--- src/shared/periph_irq_pkg.sv ---
// constants for the peripheral interrupt flag and enable block
`default_nettype none
package periph_irq_pkg;
   localparam int ADDR_W = 8;
   localparam int DATA_W = 8;

   // register addresses
   localparam logic [7:0] ADDR_CORE_IRQ_CONTROL = 8'h0B;
   localparam logic [7:0] ADDR_PERIPHERAL_IRQ_FLAGS = 8'h0C;
   localparam logic [7:0] ADDR_PERIPHERAL_IRQ_ENABLES = 8'h8C;
   localparam logic [7:0] ADDR_RESET_CAUSE_FLAGS = 8'h8E;

   // flag and enable share one layout
   localparam int BIT_ADC_DONE = 6;
   localparam int BIT_SERIAL_PORT = 3;
   localparam int BIT_CAPCMP = 2;
   localparam int BIT_PERIOD_MATCH = 1;
   localparam int BIT_WIDE_TIMER_OVF = 0;
   localparam logic [7:0] PERIPH_IMPL_MASK = 8'h4F;

   // core interrupt control: only the two enables live here
   localparam int BIT_GLOBAL_IRQ_ENABLE = 7;
   localparam int BIT_PERIPHERAL_GROUP_ENABLE = 6;
   localparam logic [7:0] CORE_CTL_IMPL_MASK = 8'hC0;

   // reset cause layout
   localparam int BIT_POWER_ON_FLAG = 1;
   localparam int BIT_BROWNOUT_FLAG = 0;

   // values after power-on reset
   localparam logic [7:0] RST_PERIPHERAL_IRQ_FLAGS = 8'h00;
   localparam logic [7:0] RST_PERIPHERAL_IRQ_ENABLES = 8'h00;
   localparam logic [7:0] RST_CORE_IRQ_CONTROL = 8'h00;
   localparam logic RST_POWER_ON_FLAG = 1'b0;
   localparam logic [7:0] RST_READ_DATA = 8'h00;
endpackage : periph_irq_pkg
`default_nettype wire

--- src/hdl/peripheral_interrupt_flags.sv ---
// peripheral interrupt flags, enables, group/global gating and reset cause flags
`default_nettype none

// Summary of operation
// - enable register lives at address 8Ch
// - flag register lives at address 0Ch
// - bits 7,5,4 read zero, ignore writes
// - implemented bits read/write, zero after power-on
// - enable bit 6 gates A/D done
// - enable bit 3 gates serial port
// - enable bit 2 gates capture/compare unit
// - enable bit 1 gates period match
// - enable bit 0 gates wide timer overflow
// - group enable required for any peripheral request
// - flags set regardless of any enable
// - A/D flag set on completion, software clears
// - serial flag set on transfer end, software clears
// - capcmp flag on capture/compare, unused in PWM
// - overflow flag set, held until software clears
// - reset cause register at 8Eh
// - brown-out flag not initialised at power-on
// - brown-out reset clears brown-out flag only
// - global enable gates every interrupt
module peripheral_interrupt_flags
   import periph_irq_pkg::*;
(
   input wire logic mclk,
   input wire logic rst_b,
   input wire logic [ADDR_W-1:0] reg_addr,
   input wire logic [DATA_W-1:0] reg_wdata,
   input wire logic reg_wr,
   input wire logic reg_rd,
   output logic [DATA_W-1:0] reg_rdata,
   input wire logic adc_done_evt,
   input wire logic serial_done_evt,
   input wire logic capcmp_evt,
   input wire logic capcmp_pwm_mode,
   input wire logic period_match_evt,
   input wire logic wide_timer_ovf_evt,
   input wire logic brownout_reset,
   output logic irq_req
);

   logic [7:0] flags_r;
   logic [7:0] flags_nxt;
   logic [7:0] enables_r;
   logic [7:0] enables_nxt;
   logic [7:0] core_ctl_r;
   logic [7:0] core_ctl_nxt;
   logic power_on_flag_r;
   logic power_on_flag_nxt;
   logic brownout_flag_r;
   logic brownout_flag_nxt;
   logic [7:0] rdata_r;
   logic [7:0] rdata_nxt;
   logic irq_r;
   logic irq_nxt;

   // address decode
   wire logic sel_flags = (reg_addr == ADDR_PERIPHERAL_IRQ_FLAGS);
   wire logic sel_enables = (reg_addr == ADDR_PERIPHERAL_IRQ_ENABLES);
   wire logic sel_core_ctl = (reg_addr == ADDR_CORE_IRQ_CONTROL);
   wire logic sel_reset_cause = (reg_addr == ADDR_RESET_CAUSE_FLAGS);
   wire logic wr_flags = reg_wr && sel_flags;
   wire logic wr_enables = reg_wr && sel_enables;
   wire logic wr_core_ctl = reg_wr && sel_core_ctl;
   wire logic wr_reset_cause = reg_wr && sel_reset_cause;

   // capture/compare events mean nothing while the unit runs PWM
   wire logic capcmp_set = capcmp_evt && !capcmp_pwm_mode;

   // event vector, flag layout; unimplemented positions stay zero
   wire logic [7:0] event_vec = {
      1'b0,
      adc_done_evt,
      2'b00,
      serial_done_evt,
      capcmp_set,
      period_match_evt,
      wide_timer_ovf_evt
   };

   // flags: a write stores, an event sets; the set beats a same-cycle clear
   wire logic [7:0] flags_base = wr_flags ? (reg_wdata & PERIPH_IMPL_MASK) : flags_r;
   assign flags_nxt = flags_base | event_vec;

   assign enables_nxt = wr_enables ? (reg_wdata & PERIPH_IMPL_MASK) : enables_r;
   assign core_ctl_nxt = wr_core_ctl ? (reg_wdata & CORE_CTL_IMPL_MASK) : core_ctl_r;

   // brown-out reset drops only the brown-out flag; it overrides a write
   assign power_on_flag_nxt = wr_reset_cause ? reg_wdata[BIT_POWER_ON_FLAG] : power_on_flag_r;
   assign brownout_flag_nxt = brownout_reset ? 1'b0 :
                              wr_reset_cause ? reg_wdata[BIT_BROWNOUT_FLAG] : brownout_flag_r;

   // request computed from next state so the registered output tracks
   // the registers with no extra cycle of lag
   wire logic [7:0] pending_nxt = flags_nxt & enables_nxt;
   wire logic group_en_nxt = core_ctl_nxt[BIT_PERIPHERAL_GROUP_ENABLE];
   wire logic global_en_nxt = core_ctl_nxt[BIT_GLOBAL_IRQ_ENABLE];
   assign irq_nxt = (|pending_nxt) && group_en_nxt && global_en_nxt;

   // read mux; unmapped addresses read zero
   wire logic [7:0] reset_cause_view = {
      6'h00,
      power_on_flag_r,
      brownout_flag_r
   };
   wire logic [7:0] read_mux = sel_flags ? flags_r :
                               sel_enables ? enables_r :
                               sel_core_ctl ? core_ctl_r :
                               sel_reset_cause ? reset_cause_view : 8'h00;
   // data stands only in the cycle after the strobe
   assign rdata_nxt = reg_rd ? read_mux : 8'h00;

   always_ff @(posedge mclk or negedge rst_b) begin
      if (!rst_b) begin
         flags_r <= RST_PERIPHERAL_IRQ_FLAGS;
         enables_r <= RST_PERIPHERAL_IRQ_ENABLES;
         core_ctl_r <= RST_CORE_IRQ_CONTROL;
         power_on_flag_r <= RST_POWER_ON_FLAG;
         rdata_r <= RST_READ_DATA;
         irq_r <= 1'b0;
      end else begin
         flags_r <= flags_nxt;
         enables_r <= enables_nxt;
         core_ctl_r <= core_ctl_nxt;
         power_on_flag_r <= power_on_flag_nxt;
         rdata_r <= rdata_nxt;
         irq_r <= irq_nxt;
      end
   end

   // left out of power-on reset on purpose: its value then is undefined
   always_ff @(posedge mclk) begin
      brownout_flag_r <= brownout_flag_nxt;
   end

   assign reg_rdata = rdata_r;
   assign irq_req = irq_r;

   // helper state for the checks below
   logic past_valid_r;
   always_ff @(posedge mclk or negedge rst_b) begin
      if (!rst_b) begin
         past_valid_r <= 1'b0;
      end else begin
         past_valid_r <= 1'b1;
      end
   end

   wire logic group_en = core_ctl_r[BIT_PERIPHERAL_GROUP_ENABLE];
   wire logic global_en = core_ctl_r[BIT_GLOBAL_IRQ_ENABLE];

   AST_UNIMPL_ZERO: assert property (
      @(posedge mclk) disable iff (!rst_b)
      ((flags_r & ~PERIPH_IMPL_MASK) == 8'h00) && ((enables_r & ~PERIPH_IMPL_MASK) == 8'h00))
      else $error("unimplemented flag or enable bit is set");

   AST_FLAGS_READ_ADDR: assert property (
      @(posedge mclk) disable iff (!rst_b)
      reg_rd && reg_addr == 8'h0C |=> reg_rdata == $past(flags_r))
      else $error("flag register read returned wrong data");

   AST_ENABLES_WRITE_READ: assert property (
      @(posedge mclk) disable iff (!rst_b)
      reg_wr && reg_addr == 8'h8C ##1 reg_rd && reg_addr == 8'h8C
      |=> reg_rdata == ($past(reg_wdata, 2) & 8'h4F))
      else $error("enable register write did not read back masked");

   AST_ENABLES_HOLD: assert property (
      @(posedge mclk) disable iff (!rst_b)
      !(reg_wr && sel_enables) |=> $stable(enables_r))
      else $error("enable register changed without a write");

   AST_RDATA_ONE_CYCLE: assert property (
      @(posedge mclk) disable iff (!rst_b)
      !reg_rd |=> reg_rdata == 8'h00)
      else $error("read data present without a read strobe");

   AST_ADC_ENABLE_BLOCKS: assert property (
      @(posedge mclk) disable iff (!rst_b)
      flags_r == 8'h40 && !enables_r[6] |-> !irq_req)
      else $error("A/D request passed with its enable clear");

   AST_SERIAL_ENABLE_BLOCKS: assert property (
      @(posedge mclk) disable iff (!rst_b)
      flags_r == 8'h08 && !enables_r[3] |-> !irq_req)
      else $error("serial request passed with its enable clear");

   AST_CAPCMP_ENABLE_BLOCKS: assert property (
      @(posedge mclk) disable iff (!rst_b)
      flags_r == 8'h04 && !enables_r[2] |-> !irq_req)
      else $error("capture/compare request passed with its enable clear");

   AST_PERIOD_ENABLE_BLOCKS: assert property (
      @(posedge mclk) disable iff (!rst_b)
      flags_r == 8'h02 && !enables_r[1] |-> !irq_req)
      else $error("period match request passed with its enable clear");

   AST_OVF_ENABLE_BLOCKS: assert property (
      @(posedge mclk) disable iff (!rst_b)
      flags_r == 8'h01 && !enables_r[0] |-> !irq_req)
      else $error("overflow request passed with its enable clear");

   AST_GROUP_GATES: assert property (
      @(posedge mclk) disable iff (!rst_b)
      !group_en |-> !irq_req)
      else $error("request raised with group enable clear");

   AST_GLOBAL_GATES: assert property (
      @(posedge mclk) disable iff (!rst_b)
      !global_en |-> !irq_req)
      else $error("request raised with global enable clear");

   AST_EVENT_SETS_ANYWAY: assert property (
      @(posedge mclk) disable iff (!rst_b)
      wide_timer_ovf_evt && enables_r == 8'h00 && !global_en |=> flags_r[0])
      else $error("masked overflow event did not set its flag");

   AST_ADC_SET_HOLD: assert property (
      @(posedge mclk) disable iff (!rst_b)
      adc_done_evt ##1 !(reg_wr && sel_flags) |=> flags_r[6])
      else $error("A/D flag not set or not held");

   AST_SERIAL_SET: assert property (
      @(posedge mclk) disable iff (!rst_b)
      serial_done_evt |=> flags_r[3])
      else $error("serial flag not set on transfer end");

   AST_CAPCMP_MODES: assert property (
      @(posedge mclk) disable iff (!rst_b)
      !flags_r[2] && !(reg_wr && sel_flags) |=> flags_r[2] == $past(capcmp_set))
      else $error("capture/compare flag wrong for the unit mode");

   AST_CAPCMP_PWM_IGNORED: assert property (
      @(posedge mclk) disable iff (!rst_b)
      capcmp_evt && capcmp_pwm_mode && !flags_r[2] && !(reg_wr && sel_flags) |=> !flags_r[2])
      else $error("capture/compare flag set in PWM mode");

   AST_OVF_STICKY: assert property (
      @(posedge mclk) disable iff (!rst_b)
      flags_r[0] && !(reg_wr && sel_flags) |=> flags_r[0] [*1] ##0 $stable(flags_r[0]))
      else $error("overflow flag dropped without a software write");

   AST_PERIOD_SET_WINS: assert property (
      @(posedge mclk) disable iff (!rst_b)
      period_match_evt && reg_wr && sel_flags && !reg_wdata[1] |=> flags_r[1])
      else $error("period match lost against a same-cycle clear");

   AST_RESET_CAUSE_ADDR: assert property (
      @(posedge mclk) disable iff (!rst_b)
      reg_rd && reg_addr == 8'h8E |=> reg_rdata[1] == $past(power_on_flag_r))
      else $error("reset cause read does not show the power-on flag");

   AST_BROWNOUT_CLEARS: assert property (
      @(posedge mclk) disable iff (!rst_b)
      brownout_reset && !wr_reset_cause
      |=> !brownout_flag_r && power_on_flag_r == $past(power_on_flag_r))
      else $error("brown-out reset handled wrongly");

   AST_IRQ_EQUATION: assert property (
      @(posedge mclk) disable iff (!rst_b)
      past_valid_r |-> irq_req == ((|(flags_r & enables_r)) && group_en && global_en))
      else $error("request does not match flag, enable and gating");

   // per-source permit, set and hold checks
   AST_ADC_ENABLE_PERMITS: assert property (
      @(posedge mclk) disable iff (!rst_b)
      flags_r[6] && enables_r[6] && group_en && global_en |-> irq_req)
      else $error("A/D request blocked with everything enabled");

   AST_SERIAL_ENABLE_PERMITS: assert property (
      @(posedge mclk) disable iff (!rst_b)
      flags_r[3] && enables_r[3] && group_en && global_en |-> irq_req)
      else $error("serial request blocked with everything enabled");

   AST_CAPCMP_ENABLE_PERMITS: assert property (
      @(posedge mclk) disable iff (!rst_b)
      flags_r[2] && enables_r[2] && group_en && global_en |-> irq_req)
      else $error("capture/compare request blocked with everything enabled");

   AST_PERIOD_ENABLE_PERMITS: assert property (
      @(posedge mclk) disable iff (!rst_b)
      flags_r[1] && enables_r[1] && group_en && global_en |-> irq_req)
      else $error("period match request blocked with everything enabled");

   AST_OVF_ENABLE_PERMITS: assert property (
      @(posedge mclk) disable iff (!rst_b)
      flags_r[0] && enables_r[0] && group_en && global_en |-> irq_req)
      else $error("overflow request blocked with everything enabled");

   AST_ADC_SET: assert property (
      @(posedge mclk) disable iff (!rst_b)
      adc_done_evt |=> flags_r[6])
      else $error("A/D flag not set on completion");

   AST_PERIOD_SET: assert property (
      @(posedge mclk) disable iff (!rst_b)
      period_match_evt |=> flags_r[1])
      else $error("period match flag not set on match");

   AST_OVF_SET: assert property (
      @(posedge mclk) disable iff (!rst_b)
      wide_timer_ovf_evt |=> flags_r[0])
      else $error("overflow flag not set on overflow");

   AST_SERIAL_STICKY: assert property (
      @(posedge mclk) disable iff (!rst_b)
      flags_r[3] && !(reg_wr && sel_flags) |=> flags_r[3])
      else $error("serial flag dropped without a software write");

   AST_CAPCMP_STICKY: assert property (
      @(posedge mclk) disable iff (!rst_b)
      flags_r[2] && !(reg_wr && sel_flags) |=> flags_r[2])
      else $error("capture/compare flag dropped without a software write");

   AST_PERIOD_STICKY: assert property (
      @(posedge mclk) disable iff (!rst_b)
      flags_r[1] && !(reg_wr && sel_flags) |=> flags_r[1])
      else $error("period match flag dropped without a software write");

   AST_FLAGS_NO_WRITE: assert property (
      @(posedge mclk) disable iff (!rst_b)
      !(reg_wr && sel_flags) |=> flags_r == ($past(flags_r) | $past(event_vec)))
      else $error("flags changed other than by events");

   AST_FLAGS_WRITE: assert property (
      @(posedge mclk) disable iff (!rst_b)
      reg_wr && sel_flags |=> flags_r == (($past(reg_wdata) & 8'h4F) | $past(event_vec)))
      else $error("flag register write not stored");

   AST_ENABLES_WRITE: assert property (
      @(posedge mclk) disable iff (!rst_b)
      reg_wr && sel_enables |=> enables_r == ($past(reg_wdata) & 8'h4F))
      else $error("enable register write not stored");

   AST_ENABLES_READ_ADDR: assert property (
      @(posedge mclk) disable iff (!rst_b)
      reg_rd && reg_addr == 8'h8C |=> reg_rdata == $past(enables_r))
      else $error("enable register read returned wrong data");

   AST_RDATA_UNIMPL_ZERO: assert property (
      @(posedge mclk) disable iff (!rst_b)
      reg_rd && (sel_flags || sel_enables) |=> (reg_rdata & 8'hB0) == 8'h00)
      else $error("unimplemented bit read back as one");

   AST_BROWNOUT_BEATS_WRITE: assert property (
      @(posedge mclk) disable iff (!rst_b)
      brownout_reset |=> !brownout_flag_r)
      else $error("brown-out flag not cleared by brown-out reset");

   AST_POWER_ON_WRITE: assert property (
      @(posedge mclk) disable iff (!rst_b)
      wr_reset_cause |=> power_on_flag_r == $past(reg_wdata[1]))
      else $error("power-on flag write not stored");

   COV_IRQ_RAISED: cover property (
      @(posedge mclk) disable iff (!rst_b)
      !irq_req ##1 irq_req);

   COV_SET_BEATS_CLEAR: cover property (
      @(posedge mclk) disable iff (!rst_b)
      adc_done_evt && reg_wr && sel_flags && !reg_wdata[6]);

   COV_BROWNOUT_SEEN: cover property (
      @(posedge mclk) disable iff (!rst_b)
      power_on_flag_r && brownout_flag_r ##1 brownout_reset ##1 !brownout_flag_r);

   COV_PWM_EVENT: cover property (
      @(posedge mclk) disable iff (!rst_b)
      capcmp_evt && capcmp_pwm_mode);

   COV_BACK_TO_BACK: cover property (
      @(posedge mclk) disable iff (!rst_b)
      reg_wr ##1 reg_rd);

endmodule : peripheral_interrupt_flags
`default_nettype wire

--- config.mk ---
export PLATFORM = sky130hd
export DESIGN_NAME = peripheral_interrupt_flags
export DESIGN_NICKNAME = d
export VERILOG_FILES = /design/src/shared/periph_irq_pkg.sv /design/src/hdl/peripheral_interrupt_flags.sv
export SDC_FILE = /design/constraint.sdc
export NUM_CORES = 1
export LEC_CHECK = 0
export BUFFER_PORTS_ARGS = -buffer_cell sky130_fd_sc_hd__buf_2
export CAP_MARGIN = 20
export CORE_AREA = 2 2 50 75
export DETAILED_ROUTE_END_ITERATION = 8
export DIE_AREA = 0 0 52 77
export PLACE_DENSITY = 0.72
export SKIP_LAST_GASP = 1
export SYNTH_ARGS = -nofsm -noshare
export SYNTH_HDL_FRONTEND = slang
export SYNTH_SLANG_ARGS = --single-unit
--- constraint.sdc ---
create_clock -name mclk -period 2.2 [get_ports mclk]
set_clock_uncertainty 0.15 [all_clocks]
set_input_delay 0.11 -clock mclk [delete_from_list [all_inputs] [get_ports mclk]]
set_output_delay 0.11 -clock mclk [all_outputs]
set_load 0.1 [all_outputs]
[After elaboration in Yosys (flattened, before gate mapping)]
Index checks and enable logic that the tools add are counted.
Widths: inputs -> output; s select.
Cells by class
  mux-type cells: 8
  equality and inequality tests: 4
  bitwise gates (word level): 2
  reduce and logical (&&, ||, !) cells: 9
Operator list (count)
  $mux 8: 7
  $eq 8x4->1 const B: 2
  $eq 8x8->1 const B: 2
  $and 8x8->8: 1
  $or 8x7->8: 1
  $reduce_or 8->1: 1
  $logic_and 1x1->1: 7
  $mux 2: 1
  $logic_not 1->1: 1
Word-level totals
  bits in registers: 29
  output and inout bits: 9
  bits of input ports: 27

[Depth between registers and ports, before layout]
  depth after elaboration: 8
  mapped depth: 6

[Least setup slack after synthesis]
No wires, ideal clock.
  kind: input to register
  start point: in reg_addr[5]
  end point: reg irq_r (netlist: irq_req)
  slack: 466 ps
  stages on the path: 5
  library setup time: 84 ps
  arrival time: 1501 ps
  cells stage by stage: or4_4 nor4b_4 nand2_2 mux2_4 a41oi_2
Between the ends
  cells in the longest elaborated chain, start to end: 8
Ends and longest elaborated chain
  start: declaration: line peripheral_interrupt_flags.sv:29  | input wire logic [ADDR_W-1:0] reg_addr,
  $eq 8x4->1: line peripheral_interrupt_flags.sv:60  | wire logic sel_flags = (reg_addr == ADDR_PERIPHERAL_IRQ_FLAGS);
  $logic_and 1x1->1: line peripheral_interrupt_flags.sv:64  | wire logic wr_flags = reg_wr && sel_flags;
  $mux 8: line peripheral_interrupt_flags.sv:84  | wire logic [7:0] flags_base = wr_flags ? (reg_wdata & PERIPH_IMPL_MASK) : flags_r;
  $or 8x7->8: line peripheral_interrupt_flags.sv:85  | assign flags_nxt = flags_base | event_vec;
  $and 8x8->8: line peripheral_interrupt_flags.sv:97  | wire logic [7:0] pending_nxt = flags_nxt & enables_nxt;
  $reduce_or 8->1: line peripheral_interrupt_flags.sv:100  | assign irq_nxt = (|pending_nxt) && group_en_nxt && global_en_nxt;
  $logic_and 1x1->1: line peripheral_interrupt_flags.sv:100
  $logic_and 1x1->1 (*): line peripheral_interrupt_flags.sv:100
  via irq_nxt: line peripheral_interrupt_flags.sv:57  | logic irq_nxt;
  end signal: assignment: line peripheral_interrupt_flags.sv:129  | irq_r <= irq_nxt;
  end: declaration: line peripheral_interrupt_flags.sv:56  | logic irq_r;
The timed path passes the listed nets; every way through them passes the cells marked *.
A chain may end at the register's enable or synchronous reset.

[Worst setup path in the final report]
  start point: in reg_addr[5]
  end point: reg brownout_flag_r
Between the ends
  cells in the longest elaborated chain, start to end: 2
Ends and longest elaborated chain
  $eq 8x8->1: line peripheral_interrupt_flags.sv:63  | wire logic sel_reset_cause = (reg_addr == ADDR_RESET_CAUSE_FLAGS);
  $logic_and 1x1->1: line peripheral_interrupt_flags.sv:67  | wire logic wr_reset_cause = reg_wr && sel_reset_cause;
  end signal: assignment: line peripheral_interrupt_flags.sv:135  | brownout_flag_r <= brownout_flag_nxt;
  end: declaration: line peripheral_interrupt_flags.sv:52  | logic brownout_flag_r;
No other way between the ends.

==> impl_results.md <==
- Core footprint: 0.00335 mm^2
- Clock Path Buffers: 2
- VDD IR max: 0.585 mV
- Hold_sp: adc_done_evt
- Hpwl dp: 2340 um
- Synth top area cells: dfrtp_1 52%, mux2_2 7.5%, nor2b_1 3.7%
- CP Capture Type: register
- RSZ-0062 raised after global routing: no
- Die Footprint: 0.00400 mm^2
- Post-synth top cells: 28 x dfrtp_1, 9 x mux2_2, 9 x nand2_1
- Post-synth top area share: 51.8%
- Final net count: 197
- Vias per cell: 5.36
- Slew @ Worst Pin: 0.598 ns
- Antenna cells: 0
- Status: finished clean
- Reg2reg path depth: 3
- CTS tree: yes
- CTS H-tree depth: 2
- Post-Layout Cell Count: 212
- HP Class: input pin to register
- Final period util: 89.2%
- IO Port Bufs: 33
- Async set-reset flop share out of synthesis: 96.6%
- 1st-pass router iterations: 4
- Setup Buffers After CTS: 0
- Syn Inst Count: 116
- Max cap viols: 0
- Worst-path clk slew: 0.06 ns
- CTS Root Cell: clkbuf_8
- Antenna-violating nets left: 0
- FF-to-FF setup slack: 0.57 ns
- Post-CTS sizing: 0
- P&R area growth vs syn: 33.1%
- GRT overflow: 0
- Site row count: 26
- Pins Over Slew Limit: 0
- Global-route wire length before repair: 5330 um
- Pin count of the biggest net entering global routing: 29
- Yosys reg bits: 29
- Final count of negative-setup-slack endpoints: 0
- Reg2reg start: flags_r[1]
- Die height: 77 um
- Cell Area, Synth: 0.00135 mm^2
- Die Wd: 52 um
- Crit Path Class: input pin to register
- Critical Path Source Type: input pin
- Final wirelength: 3100 um
- Fraction of layout cells with a size suffix above 1: 34.7%
- Vias in the first global route: 1212
- Vias: 1137
- Hold Vio Cnt, Final: 0
- Syn nets: 143
- CP arrival: 2.03 ns
- R2R Path End: flags_r[1]
- Critical Path RT: 2.26 ns
- Reg area: 721 um^2
- Leading area contributor after synthesis: dfrtp_1
- Total I/O pin count: 36
- Filler Cells Inserted: 304
- Wire length per cell: 14.6 um
- Crit-path max FO: 4
- Post-layout util: 53.7%
- Register area share after synthesis: 53.3%
- Post-synth EDFFs: 0
- Total track usage: 18.1%
- Most frequent cell after synthesis: dfrtp_1
- Initial antenna violation count: 0
- GPL Wtd Cong: 0.803
- Hold Worst Slack: 0.0139 ns
- Mean Syn Cell Area: 11.7 um^2
- Sink Count: 29
- # DRC: 0
- Post-synth top flop: dfrtp_1
- Worst rel slew slack: 60.1%
- Tmin final: 1.96 ns
- Max Freq: 510 MHz
- Area occupied by multi-input gates: 612 um^2
- PwrDens: 590 mW/mm^2
- Placed Cells incl. Taps: 192
- Netlist cell types: 37
- Initial drt markers: 52
- Clock Latency Late Sink: 0.27 ns
- TritonCTS Buffers: 5
- Worst Hold Path EP: flags_r[6]
- LEAKAGE: 0.845 nW
- CTS Hold Bufs: 12
- Initial cell density of the core: 40.4%
- Setup TNS: 0 ns
- Worst hold stages: 3
- Synth Warn #: 0
==> routing by layer <==
layer | vias to the layer above | share of wire, % | wire length, um | track usage, %
met5 | - | 0 | 0 | 0
met4 | 0 | 5.5 | 170 | 12.6
met3 | 17 | 3.7 | 115 | 4.67
met2 | 35 | 54 | 1660 | 30.5
met1 | 547 | 37 | 1160 | 18.7
li1 | 538 | - | - | -
==> stage by stage <==
stage	power [mW]	cell area, um^2	worst slack, ns
6_report	1.06	1800	0.237
5_1_grt	1.12	1800	0.154
4_1_cts	1.07	1790	0.243
3_5_place_dp	0.634	1580	0.158
3_3_place_gp	0.629	1580	0.205
2_1_floorplan	0.585	1350	0.466
==> power by group <==
| part | total (mW) | switching, mW | internal [mW] | leakage [nW] |
|---|---|---|---|---|
| clock network | 0.423 | 0.176 | 0.247 | 0.0443 |
| logic | 0.0932 | 0.0475 | 0.0456 | 0.429 |
| registers | 0.545 | 0.00459 | 0.541 | 0.372 |
==> final cells by class <==
class / instances / area share, %
Timing Repair Buffer: 49 / 17.7
Tap cell: 42 / 2.92
Inverter: 3 / 0.625
Multi-Input combinational cell: 82 / 34.0
Clock buffer: 7 / 4.79
Sequential cell: 29 / 40.0
==> placed cells by master (no fill, tap or decap), types with 2 or more instances in the layout <==
cell type / n
a21oi_1: 4
a222oi_1: 3
a22oi_1: 6
and2_1: 7
buf_2: 33
buf_4: 3
clkbuf_8: 6
dfrtp_1: 28
dlygate4sd3_1: 13
inv_1: 3
mux2_2: 9
mux2i_1: 3
nand2_1: 9
nand3_1: 4
nor2_1: 6
nor2b_1: 8
o21ai_0: 2
==> registers in the layout (all words and copies together), names as in the netlist <==
register and flops:
irq_req 1, enables_r 8, flags_r 8, reg_rdata 8, power_on_flag_r 1, brownout_flag_r 1, core_ctl_r 2
==> kinds of logic after synthesis <==
family	share of synthesized area (%)
buf+inv	1.48
flops	53.3
compound gates	13.5
mux	10.8
simple gates	20.9
==> worst max-delay path by stage <==
stage / from / end / slack, ns
6_report: reg_addr[5] / brownout_flag_r / 0.24
5_1_grt: reg_addr[5] / brownout_flag_r / 0.15
4_1_cts: reg_addr[5] / brownout_flag_r / 0.24
3_5_place_dp: reg_addr[5] / irq_req / 0.16
3_3_place_gp: reg_addr[5] / irq_req / 0.21
2_1_floorplan: reg_addr[5] / irq_req / 0.47
==> worst max-delay path, stage by stage <==
cell	delay, ns
buf_2	0.12
or4b_1	0.55
nor4_2	0.32
buf_4	0.19
nand3_1	0.08
a21oi_1	0.11
dlygate4sd3_1	0.55
No activity file was read; power rests on OpenSTA's default activity.
